**src/logic/ccd_pkg.sv**
```systemverilog
// package: constants and types for the call/clear/complement/decrement executor
package ccd_pkg;
    localparam int CCD_PC_W = 15;
    localparam int CCD_DATA_W = 8;
    localparam int CCD_FADDR_W = 7;
    localparam int CCD_LIT_W = 11;
    localparam int CCD_STACK_DEPTH = 16;
    localparam int CCD_WDT_W = 8;
    localparam int CCD_PRESC_W = 8;
    // apb register offsets (byte addresses)
    localparam logic [7:0] CCD_OFF_CMD = 8'h00;
    localparam logic [7:0] CCD_OFF_OPND = 8'h04;
    localparam logic [7:0] CCD_OFF_WREG = 8'h08;
    localparam logic [7:0] CCD_OFF_LATCH = 8'h0c;
    localparam logic [7:0] CCD_OFF_PC = 8'h10;
    localparam logic [7:0] CCD_OFF_STATUS = 8'h14;
    localparam logic [7:0] CCD_OFF_TOS = 8'h18;
    localparam logic [7:0] CCD_OFF_WDT = 8'h1c;
    localparam logic [7:0] CCD_OFF_FILE = 8'h20;
    // status field positions
    localparam int CCD_ST_Z = 0;
    localparam int CCD_ST_PD = 1;
    localparam int CCD_ST_TO = 2;
    localparam int CCD_ST_BUSY = 3;
    localparam int CCD_ST_SP = 8;
    // operand field positions
    localparam int CCD_OP_DEST = 11;
    // reset values
    localparam logic [7:0] CCD_ZERO_BYTE = 8'h00;
    localparam logic [14:0] CCD_PC_RST = 15'h0000;
    // the cycles a call occupies
    localparam int CCD_CALL_CYCLES = 2;
    // instruction codes
    typedef enum logic [2:0] {
        CCD_OP_NONE = 3'h0,
        CCD_OP_CALL = 3'h1,
        CCD_OP_CALL_VIA_WORKING_REG = 3'h2,
        CCD_OP_WDCLR = 3'h3,
        CCD_OP_COMPLEMENT_FILE_OP = 3'h4,
        CCD_OP_CLEAR_FILE_OP = 3'h5,
        CCD_OP_DECREMENT_FILE_OP = 3'h6,
        CCD_OP_CLEAR_WORKING_OP = 3'h7
    } ccd_op_t;
    typedef enum logic [1:0] {
        CCD_S_IDLE = 2'h0,
        CCD_S_CALL2 = 2'h1
    } ccd_state_t;
endpackage

```
**src/logic/ccd_alu.sv**
```systemverilog
// combinational byte unit: complement, clear and decrement with zero detect
`timescale 1ns/1ps
`default_nettype none
module ccd_alu
    import ccd_pkg::*;
(
    // operation and operand
    input wire ccd_pkg::ccd_op_t op_in,
    input wire logic [7:0] opnd_in,
    // result
    output logic [7:0] result_out,
    output logic zero_out
);
    // result per operation
    always_comb begin
        case (op_in)
            CCD_OP_COMPLEMENT_FILE_OP: result_out = ~opnd_in;
            CCD_OP_DECREMENT_FILE_OP: result_out = opnd_in - 8'h01;
            default: result_out = CCD_ZERO_BYTE;
        endcase
    end
    // zero flag from the 8-bit result
    assign zero_out = (result_out == CCD_ZERO_BYTE);
endmodule
`default_nettype wire

```
**src/logic/ccd_exec.sv**
```systemverilog
// executor for call, watchdog clear, complement, clear and decrement operations
`timescale 1ns/1ps
`default_nettype none
module ccd_exec
    import ccd_pkg::*;
#(
    parameter int STACK_DEPTH = CCD_STACK_DEPTH
) (
    // clock and reset
    input wire logic clk_in,
    input wire logic rst_in,
    // apb slave
    input wire logic psel_in,
    input wire logic penable_in,
    input wire logic pwrite_in,
    input wire logic [7:0] paddr_in,
    input wire logic [31:0] pwdata_in,
    output logic [31:0] prdata_out,
    output logic pready_out,
    output logic pslverr_out,
    // watchdog tick from a divider enable
    input wire logic wdt_tick_in,
    // core state
    output logic [14:0] pc_out,
    output logic [7:0] wreg_out,
    output logic zero_flag_out,
    output logic timeout_status_flag_out,
    output logic power_down_status_flag_out,
    output logic [7:0] watchdog_counter_out
);
    import ccd_pkg::*;

    localparam int SP_W = $clog2(STACK_DEPTH);

    // the stack pointer wraps, so only a power-of-two depth keeps pushes in range
    if (STACK_DEPTH < 2 || STACK_DEPTH > 256 || (1 << SP_W) != STACK_DEPTH) begin : g_bad_depth
        $error("stack depth must be a power of two from 2 to 256");
    end

    // call sequencer and program counter
    ccd_state_t state_q;
    ccd_op_t op_q;
    logic [14:0] pc_q;
    logic [14:0] target_q;
    logic [14:0] pc_next;

    // working register and software-loaded operands
    logic [7:0] w_q;
    logic [7:0] latch_q;
    logic [10:0] lit_q;
    logic [6:0] faddr_q;
    logic dest_q;

    // status flags; timeout and power-down are active low
    logic z_q;
    logic to_q;
    logic pd_q;

    // watchdog counter and its prescaler
    logic [7:0] wdt_q;
    logic [7:0] presc_q;

    // return stack and file storage, neither reset
    logic [14:0] stack_q [STACK_DEPTH];
    logic [SP_W-1:0] sp_q;
    logic [7:0] file_q [128];

    // byte unit result
    logic [7:0] alu_res;
    logic alu_zero;

    // bus decode and command strobe
    logic wr_acc;
    logic rd_acc;
    logic go;
    ccd_op_t go_op;

    // register window decode, used for read and write
    function automatic logic is_reg(input logic [7:0] a, input logic [7:0] off);
        return a == off;
    endfunction
    function automatic logic is_file(input logic [7:0] a);
        return a[7:5] != 3'h0;
    endfunction

    assign wr_acc = psel_in && penable_in && pwrite_in;
    assign rd_acc = psel_in && penable_in && !pwrite_in;
    // zero wait states; a command while busy is refused with pslverr
    assign pready_out = 1'b1;
    assign go = wr_acc && is_reg(paddr_in, CCD_OFF_CMD) && state_q == CCD_S_IDLE;
    assign go_op = ccd_op_t'(pwdata_in[2:0]);
    assign pc_next = pc_q + 15'h0001;

    // file accessed through opnd register's address field
    ccd_alu u_alu (
        .op_in(op_q == CCD_OP_NONE ? go_op : go_op),
        .opnd_in(file_q[faddr_q]),
        .result_out(alu_res),
        .zero_out(alu_zero)
    );

    // operand register: file address, destination bit, call literal
    always_ff @(posedge clk_in or posedge rst_in) begin
        if (rst_in) begin
            lit_q <= 11'h000;
            faddr_q <= 7'h00;
            dest_q <= 1'b0;
        end else if (wr_acc && is_reg(paddr_in, CCD_OFF_OPND)) begin
            lit_q <= pwdata_in[10:0];
            faddr_q <= pwdata_in[6:0];
            dest_q <= pwdata_in[CCD_OP_DEST];
        end
    end

    // upper-address latch, software written
    always_ff @(posedge clk_in or posedge rst_in) begin
        if (rst_in) begin
            latch_q <= CCD_ZERO_BYTE;
        end else if (wr_acc && is_reg(paddr_in, CCD_OFF_LATCH)) begin
            latch_q <= {1'b0, pwdata_in[6:0]};
        end
    end

    // return stack slots; kept out of the reset process so they map to plain storage
    always_ff @(posedge clk_in) begin
        if (go && (go_op == CCD_OP_CALL || go_op == CCD_OP_CALL_VIA_WORKING_REG)) begin
            stack_q[sp_q] <= pc_next;
        end
    end

    // call sequencer: first cycle pushes, second loads the pc
    // the target is frozen at the push so a later w or latch write cannot bend it
    always_ff @(posedge clk_in or posedge rst_in) begin
        if (rst_in) begin
            state_q <= CCD_S_IDLE;
            op_q <= CCD_OP_NONE;
            pc_q <= CCD_PC_RST;
            target_q <= CCD_PC_RST;
            sp_q <= '0;
        end else begin
            case (state_q)
                CCD_S_IDLE: begin
                    if (go && (go_op == CCD_OP_CALL || go_op == CCD_OP_CALL_VIA_WORKING_REG)) begin
                        sp_q <= sp_q + 1'b1;
                        op_q <= go_op;
                        if (go_op == CCD_OP_CALL) begin
                            target_q <= {latch_q[6:3], lit_q};
                        end else begin
                            target_q <= {latch_q[6:0], w_q};
                        end
                        state_q <= CCD_S_CALL2;
                    end else if (go) begin
                        pc_q <= pc_next;
                    end else if (wr_acc && is_reg(paddr_in, CCD_OFF_PC)) begin
                        pc_q <= pwdata_in[14:0];
                    end
                end
                CCD_S_CALL2: begin
                    pc_q <= target_q;
                    op_q <= CCD_OP_NONE;
                    state_q <= CCD_S_IDLE;
                end
                default: state_q <= CCD_S_IDLE;
            endcase
        end
    end

    // working register
    always_ff @(posedge clk_in or posedge rst_in) begin
        if (rst_in) begin
            w_q <= CCD_ZERO_BYTE;
        end else if (go && go_op == CCD_OP_CLEAR_WORKING_OP) begin
            w_q <= CCD_ZERO_BYTE;
        end else if (go && (go_op == CCD_OP_COMPLEMENT_FILE_OP || go_op == CCD_OP_DECREMENT_FILE_OP) && !dest_q) begin
            w_q <= alu_res;
        end else if (wr_acc && is_reg(paddr_in, CCD_OFF_WREG)) begin
            w_q <= pwdata_in[7:0];
        end
    end

    // file registers: results with dest 1, clear, or direct software writes
    always_ff @(posedge clk_in) begin
        if (go && go_op == CCD_OP_CLEAR_FILE_OP) begin
            file_q[faddr_q] <= CCD_ZERO_BYTE;
        end else if (go && (go_op == CCD_OP_COMPLEMENT_FILE_OP || go_op == CCD_OP_DECREMENT_FILE_OP) && dest_q) begin
            file_q[faddr_q] <= alu_res;
        end else if (wr_acc && is_file(paddr_in)) begin
            file_q[paddr_in[6:0] - 7'h20 + 7'h20] <= pwdata_in[7:0];
        end
    end

    // zero flag; calls and watchdog clear leave it alone
    always_ff @(posedge clk_in or posedge rst_in) begin
        if (rst_in) begin
            z_q <= 1'b0;
        end else if (go && (go_op == CCD_OP_CLEAR_FILE_OP || go_op == CCD_OP_CLEAR_WORKING_OP)) begin
            z_q <= 1'b1;
        end else if (go && (go_op == CCD_OP_COMPLEMENT_FILE_OP || go_op == CCD_OP_DECREMENT_FILE_OP)) begin
            z_q <= alu_zero;
        end
    end

    // watchdog counter and prescaler; clear wins over a tick
    always_ff @(posedge clk_in or posedge rst_in) begin
        if (rst_in) begin
            wdt_q <= CCD_ZERO_BYTE;
            presc_q <= CCD_ZERO_BYTE;
            to_q <= 1'b1;
            pd_q <= 1'b1;
        end else if (go && go_op == CCD_OP_WDCLR) begin
            wdt_q <= CCD_ZERO_BYTE;
            presc_q <= CCD_ZERO_BYTE;
            to_q <= 1'b1;
            pd_q <= 1'b1;
        end else if (wdt_tick_in) begin
            presc_q <= presc_q + 8'h01;
            if (presc_q == 8'hff) begin
                wdt_q <= wdt_q + 8'h01;
                if (wdt_q == 8'hff) begin
                    to_q <= 1'b0; // timeout is active low
                end
            end
        end
    end

    // read mux, registered
    always_ff @(posedge clk_in or posedge rst_in) begin
        if (rst_in) begin
            prdata_out <= 32'h0000_0000;
        end else if (psel_in && !penable_in && !pwrite_in) begin
            prdata_out <= 32'h0000_0000;
            if (is_reg(paddr_in, CCD_OFF_OPND)) begin
                prdata_out <= {20'h00000, dest_q, lit_q};
            end else if (is_reg(paddr_in, CCD_OFF_WREG)) begin
                prdata_out <= {24'h000000, w_q};
            end else if (is_reg(paddr_in, CCD_OFF_LATCH)) begin
                prdata_out <= {24'h000000, latch_q};
            end else if (is_reg(paddr_in, CCD_OFF_PC)) begin
                prdata_out <= {17'h00000, pc_q};
            end else if (is_reg(paddr_in, CCD_OFF_STATUS)) begin
                prdata_out <= {24'h000000, 4'h0, state_q != CCD_S_IDLE, to_q, pd_q, z_q};
                prdata_out[CCD_ST_SP +: SP_W] <= sp_q;
            end else if (is_reg(paddr_in, CCD_OFF_TOS)) begin
                prdata_out <= {17'h00000, stack_q[sp_q - 1'b1]};
            end else if (is_reg(paddr_in, CCD_OFF_WDT)) begin
                prdata_out <= {16'h0000, presc_q, wdt_q};
            end else if (is_file(paddr_in)) begin
                prdata_out <= {24'h000000, file_q[paddr_in[6:0]]};
            end
        end
    end

    // unmapped address or command while busy
    // the file window is byte addressed, so alignment only binds the word registers
    assign pslverr_out = psel_in && penable_in && (
        (pwrite_in && is_reg(paddr_in, CCD_OFF_CMD) && state_q != CCD_S_IDLE) ||
        (paddr_in[1:0] != 2'h0 && !is_file(paddr_in)) ||
        (!is_file(paddr_in) && paddr_in > CCD_OFF_WDT));

    assign pc_out = pc_q;
    assign wreg_out = w_q;
    assign zero_flag_out = z_q;
    assign timeout_status_flag_out = to_q;
    assign power_down_status_flag_out = pd_q;
    assign watchdog_counter_out = wdt_q;
endmodule
`default_nettype wire

```
**config.mk**
```make
export PLATFORM = sky130hd
export DESIGN_NAME = ccd_exec
export DESIGN_NICKNAME = d
export VERILOG_FILES = /design/src/logic/ccd_pkg.sv /design/src/logic/ccd_alu.sv /design/src/logic/ccd_exec.sv
export SDC_FILE = /design/constraint.sdc
export NUM_CORES = 2
export LEC_CHECK = 0
export BUFFER_PORTS_ARGS = -buffer_cell sky130_fd_sc_hd__buf_4
export CELL_PAD_IN_SITES_DETAIL_PLACEMENT = 1
export CELL_PAD_IN_SITES_GLOBAL_PLACEMENT = 2
export CORE_MARGIN = 2
export CORE_UTILIZATION = 53
export DETAILED_ROUTE_END_ITERATION = 8
export PLACE_DENSITY = 0.93
export SYNTH_ARGS = -nofsm -noshare
export SYNTH_HDL_FRONTEND = slang
export SYNTH_SLANG_ARGS = --single-unit
```
**constraint.sdc**
```tcl
create_clock -name clk_in -period 25.4 [get_ports clk_in]
set_clock_uncertainty 0.15 [all_clocks]
set_input_delay 1.27 -clock clk_in [delete_from_list [all_inputs] [get_ports clk_in]]
set_output_delay 1.27 -clock clk_in [all_outputs]
set_load 0.05 [all_outputs]
```
# Yosys cells after proc, flatten, opt, wreduce, memory -nomap -nowiden
# Memories as Yosys holds them, arrays and structs flattened.
# Index checks and enable logic that the tools add are counted.
[op_classes]
n_addsub = 8
magnitude_cmp = 1
n_eq_ne = 20
n_mux = 45
bitwise = 2
n_reduce_logical = 50
[op_table]
columns = ["operator", "n"]
rows = [
  ["$mux W16", 7],
  ["$mux W8", 11],
  ["$mux W15", 3],
  ["$eq A8 B5 Y1 const B", 4],
  ["$pmux W15 S2", 1],
  ["$logic_and A1 B1 Y1", 24],
  ["$mux W1", 18],
  ["$add A8 B1 Y8 const B", 2],
  ["$eq A8 B4 Y1 const B", 2],
  ["$eq A8 B8 Y1 const B", 2],
  ["$logic_not A8 Y1", 2],
  ["$pmux W8 S2", 1],
  ["$add A15 B1 Y15 const B", 1],
  ["$reduce_bool A2 Y1", 7],
  ["$eq A3 B3 Y1 const B", 4],
  ["$mux W11", 1],
  ["$eq A8 B3 Y1 const B", 1],
  ["$gt A8 B5 Y1 const B", 1],
  ["$not A8 Y8", 1],
  ["$reduce_or A8 Y1", 1],
  ["$sub A8 B1 Y8 const B", 1],
  ["$add A7 B6 Y7 const B", 1],
  ["$mux W7", 1],
  ["$sub A7 B6 Y7 const B", 1],
  ["other kinds (16)", 28],
]
[word_totals]
reg_bits = 120
ramBits = 1264
word_cells = 142
memories = 2
[mem_list]
columns = ["name", "words", "word_bits", "rd", "rd_clocked_by_memory_dff", "wr", "line_no", "source"]
rows = [
  ["file_q", 128, 8, 2, 0, 1, "ccd_exec.sv:66", "logic [7:0] file_q [128];"],
  ["stack_q", 16, 15, 1, 0, 1, "ccd_exec.sv:64", "logic [14:0] stack_q [STACK_DEPTH];"],
]

# Longest topological paths before layout
[logic_depth]
depth_word = 11
ltp_mapped = 18

# Hierarchy
# From an unflattened synthesis, not the netlist that was laid out.
[unflattened]
hier_cells = 3460
area_unflattened_um2 = 63241.9
[modules_own_cells]
columns = ["mod", "instances", "cells_each", "area_per_inst_um2", "seq_area_each_um2"]
rows = [
  ["ccd_exec", 1, 3415, 62946.6, 40360.0],
  ["ccd_alu", 1, 45, 295.3, 0.0],
]

# Worst setup path before layout
# OpenSTA, ideal clock, no wires.
[synth_timing]
path_type = "register -> register"
startpoint = "reg, netlist name lit_q[1]"
endpoint = "mem file_q[0][6] (data pin)"
t_arrival_ps = 7946
required_time_ps = 24053
slack_ps = 16107
path_stages_with_launch = 13
path_buffers = 3
synth_period_minus_slack_ps = 9293
cell_sequence = "dfrtp_1 -> buf_6 -> buf_4 -> inv_2 -> buf_1 -> mux4_2 -> mux4_2 -> mux2i_4 -> ha_1 -> o21ai_1 -> o21ai_1 -> xnor2_1 -> o21ai_0"
[synth_lines]
columns = ["item", "line_no"]
rows = [
  ["end: declaration", "ccd_exec.sv:66"],
]

==> impl_metrics.yaml <==
timing:
  tightest_slew_ps: 1460
  max_freq_mhz: 126
  whs_ps: 316
  hold_viol: 0
  fin_tns_setup_ps: 0
  finalSetupViolCount: 0
  fin_crit_ps: 7970
  relSlewSlack: 0.0253
  report.final.slew_viol_count: 0
  rsz0062_at_grt: "no"
  finalCritPeriodShare: 0.314
yosys:
  ys_types: 68
  avgSynthCellArea_um2: 18.7
  async_flop_share: 0.0706
  synth-seq-cells: 1360
  synthFlopType: "edfxtp_1"
  synthCells: 3363
  synth_top_area_frac: 0.603
  yosysSeqAreaShare: 0.641
  synthTopCellsByArea: "edfxtp_1 (60%), mux4_2 (24%), dfrtp_1 (3.8%)"
  synth_edf_count: 1264
  yosysMostFrequentCell: "edfxtp_1"
  yosys_warnings: 0
  synth_commonest_cells: "edfxtp_1 (1264), mux4_2 (672), nor2_1 (226)"
  netlist_area_mm2: 0.0629
  yosysTopAreaCell: "edfxtp_1"
worst_hold_path:
  hp-class: "primary input to async pin"
die:
  floorplan.initialDensity: 0.534
  die_h_um: 349
  rows: 126
  die_area_mm2: 0.122
  ioPinCount: 114
  core-area_mm2: 0.118
  fp.dieW_um: 349
placed_design:
  gp_congestion: 0.923
  portBuffers: 78
  dpl-instance-area_mm2: 0.0650
  placed_cells_incl_taps: 4807
  hpwl_um: 130000
routing:
  ant_nets: 0
  viasPerCell: 7.48
  routed_wl_um: 209000
  drt_iter0_markers: 5994
  post-route-drc-count: 0
  dr.pass1.iters: 6
  via_count: 38000
  wire_per_inst_um: 41.1
grt:
  grt_pass1_vias: 39100
  grt_pass1_wl_um: 298000
  grt.overflow.total: 0
  grt_antenna_before_repair: 16
  track_usage: 0.348
  grt_max_degree: 129
clocking:
  cts_tree: "yes"
  cts_buffers: 142
  cts_setup_buffers: 0
  clock_latency_ps: 800
  htreeDepth: 4
  cts_resized: 0
  clk_pin_slew_ps: 60
  clock-sinks: 1360
  cts_buffer_depth: 3
  cts-root-buf: "clkbuf_16"
  hold_buffers: 0
critical_path:
  path_class: "flop to flop"
  slowest_stage: "dfrtp_4"
  critPathCaptureType: "flop"
  crit_top_cell: "buf_4"
  start_kind: "flop"
  critPathMaxFanout: 96
  crit_chain: "buf_4, buf_4, mux4_2, mux4_2, o22ai_1, nor3_1, nor4_2, nand2_1, o21ai_1, xnor2_1, o21ai_4, buf_4"
  max_stage_delay_ps: 1020
  cp.arrival_ps: 8220
  cp.required_ps: 25650
layout:
  post-route-util: 0.592
  fin_nets: 3470
  drive_gt1_frac: 0.314
  n_fill_cell: 10100
  stdcell_count: 5079
  final_area_mm2: 0.0699
  seq_area_mm2: 0.0404
  areaGrowthSynthToFinish_pct: 11.0
  multi_input_area_mm2: 0.0215
power:
  peakVddDrop_mv: 0.0697
  power.leakage_nw: 23.2
  p_per_area_mw_per_mm2: 71.1
job:
  max_cap_violations: 0
status:
  status: "finished clean"
## metal layers
layer | GRT usage | wire length, um | vias to the layer above
li1 | - | - | 14200
met1 | 0.438 | 69600 | 19900
met2 | 0.544 | 98700 | 3152
met3 | 0.109 | 26700 | 807
met4 | 0.186 | 13700 | 18
met5 | 0 | 110 | -
## power breakdown
part	total [mW]	internal [mW]	switching (mW)
Clock	2.17	1.25	0.921
Sequential	2.47	2.44	0.0239
Combinational	0.332	0.121	0.211
## state kept, by name, indices dropped and copies added, names as in the netlist
name,cells
dest_q,1
state_q,1
prdata_out,16
watchdog_counter_out,8
file_q,1024
zero_flag_out,1
timeout_status_flag_out,1
wreg_out,8
latch_q,7
target_q,15
lit_q,11
sp_q,4
pc_out,15
presc_q,8
stack_q,240
## worst max-delay path: cells and delay by family, from the launching register on
kind / cells / cell delay, ps
muxes: 2 / 1110
and+or+nand+nor: 3 / 1050
buffers and inverters: 3 / 2510
AOI/OAI and AO/OA: 3 / 1320
xor gates and xnor gates: 1 / 160
DFF: 1 / 1020
## kinds of logic (layout without fill, tap and decap cells)
family	after synthesis	count (layout)	share of synthesized area
compound gates	313	313	0.0311
xor+xnor	40	40	0.00557
fa+ha+maj	8	8	0.00159
buf+inv	288	445	0.0209
flops	1360	1360	0.641
mux	791	791	0.260
other cells	2	25	0.000119
simple gates	561	561	0.0391
## placed cells by master, fill, tap and decap left out, types with 7 or more instances in the layout
cell and n:
conb_1 18, diode_2 7, clkbuf_1 24, inv_1 20, edfxtp_1 1264, nor3_1 19
bufinv_16 18, mux2_2 36, ha_1 7, buf_4 149, nor2_1 226, o22ai_1 21
nand4_1 12, o21ai_0 76, mux2i_1 81, clkinv_1 30, nand2_1 191, a22oi_1 37
and3_1 17, nor2b_1 14, and2_1 21, a31oi_1 24, xnor2_1 20, a211oi_1 14
clkbuf_16 147, dfrtp_1 90, a21oi_1 71, o211ai_1 8, nor4_1 7, o21ai_1 8
clkinvlp_4 8, a221oi_1 9, clkinv_2 27, xor2_1 15, mux4_2 672, nand3_1 25
## worst paths after layout
kind,start,to,slack [ps],depth (start not counted)
worst min-delay path,rst_in,prdata_out[2],320,2
worst min register to register,target_q[4],target_q[4],330,2
worst max-delay path,lit_q[1],file_q[115][5],17430,12
max in group asynchronous,rst_in,lit_q[1],23420,3
min in group clk_in,target_q[4],target_q[4],330,2
worst max register to register,lit_q[1],file_q[115][5],17430,12
## per-stage QoR
| step | total power, mW | setup WS (ps) |
|---|---|---|
| after global placement | 2.82 | 17810 |
| final | 4.97 | 17430 |
| after CTS | 4.96 | 17600 |
| after detailed placement | 2.83 | 17660 |
| after global routing | 5.06 | 17240 |
| after floorplan | 2.71 | 16110 |
## final cells by class
class	instances	share of cell area
flip-flops and latches	1360	0.578
multi-input cells	1731	0.307
clock buffers	171	0.0539
well taps	1536	0.0275
repair buffers	153	0.0171
clock inverters	93	0.0144
inverters	28	0.00159
diodes	7	0.000251
Power figures use the tool's default switching activity.
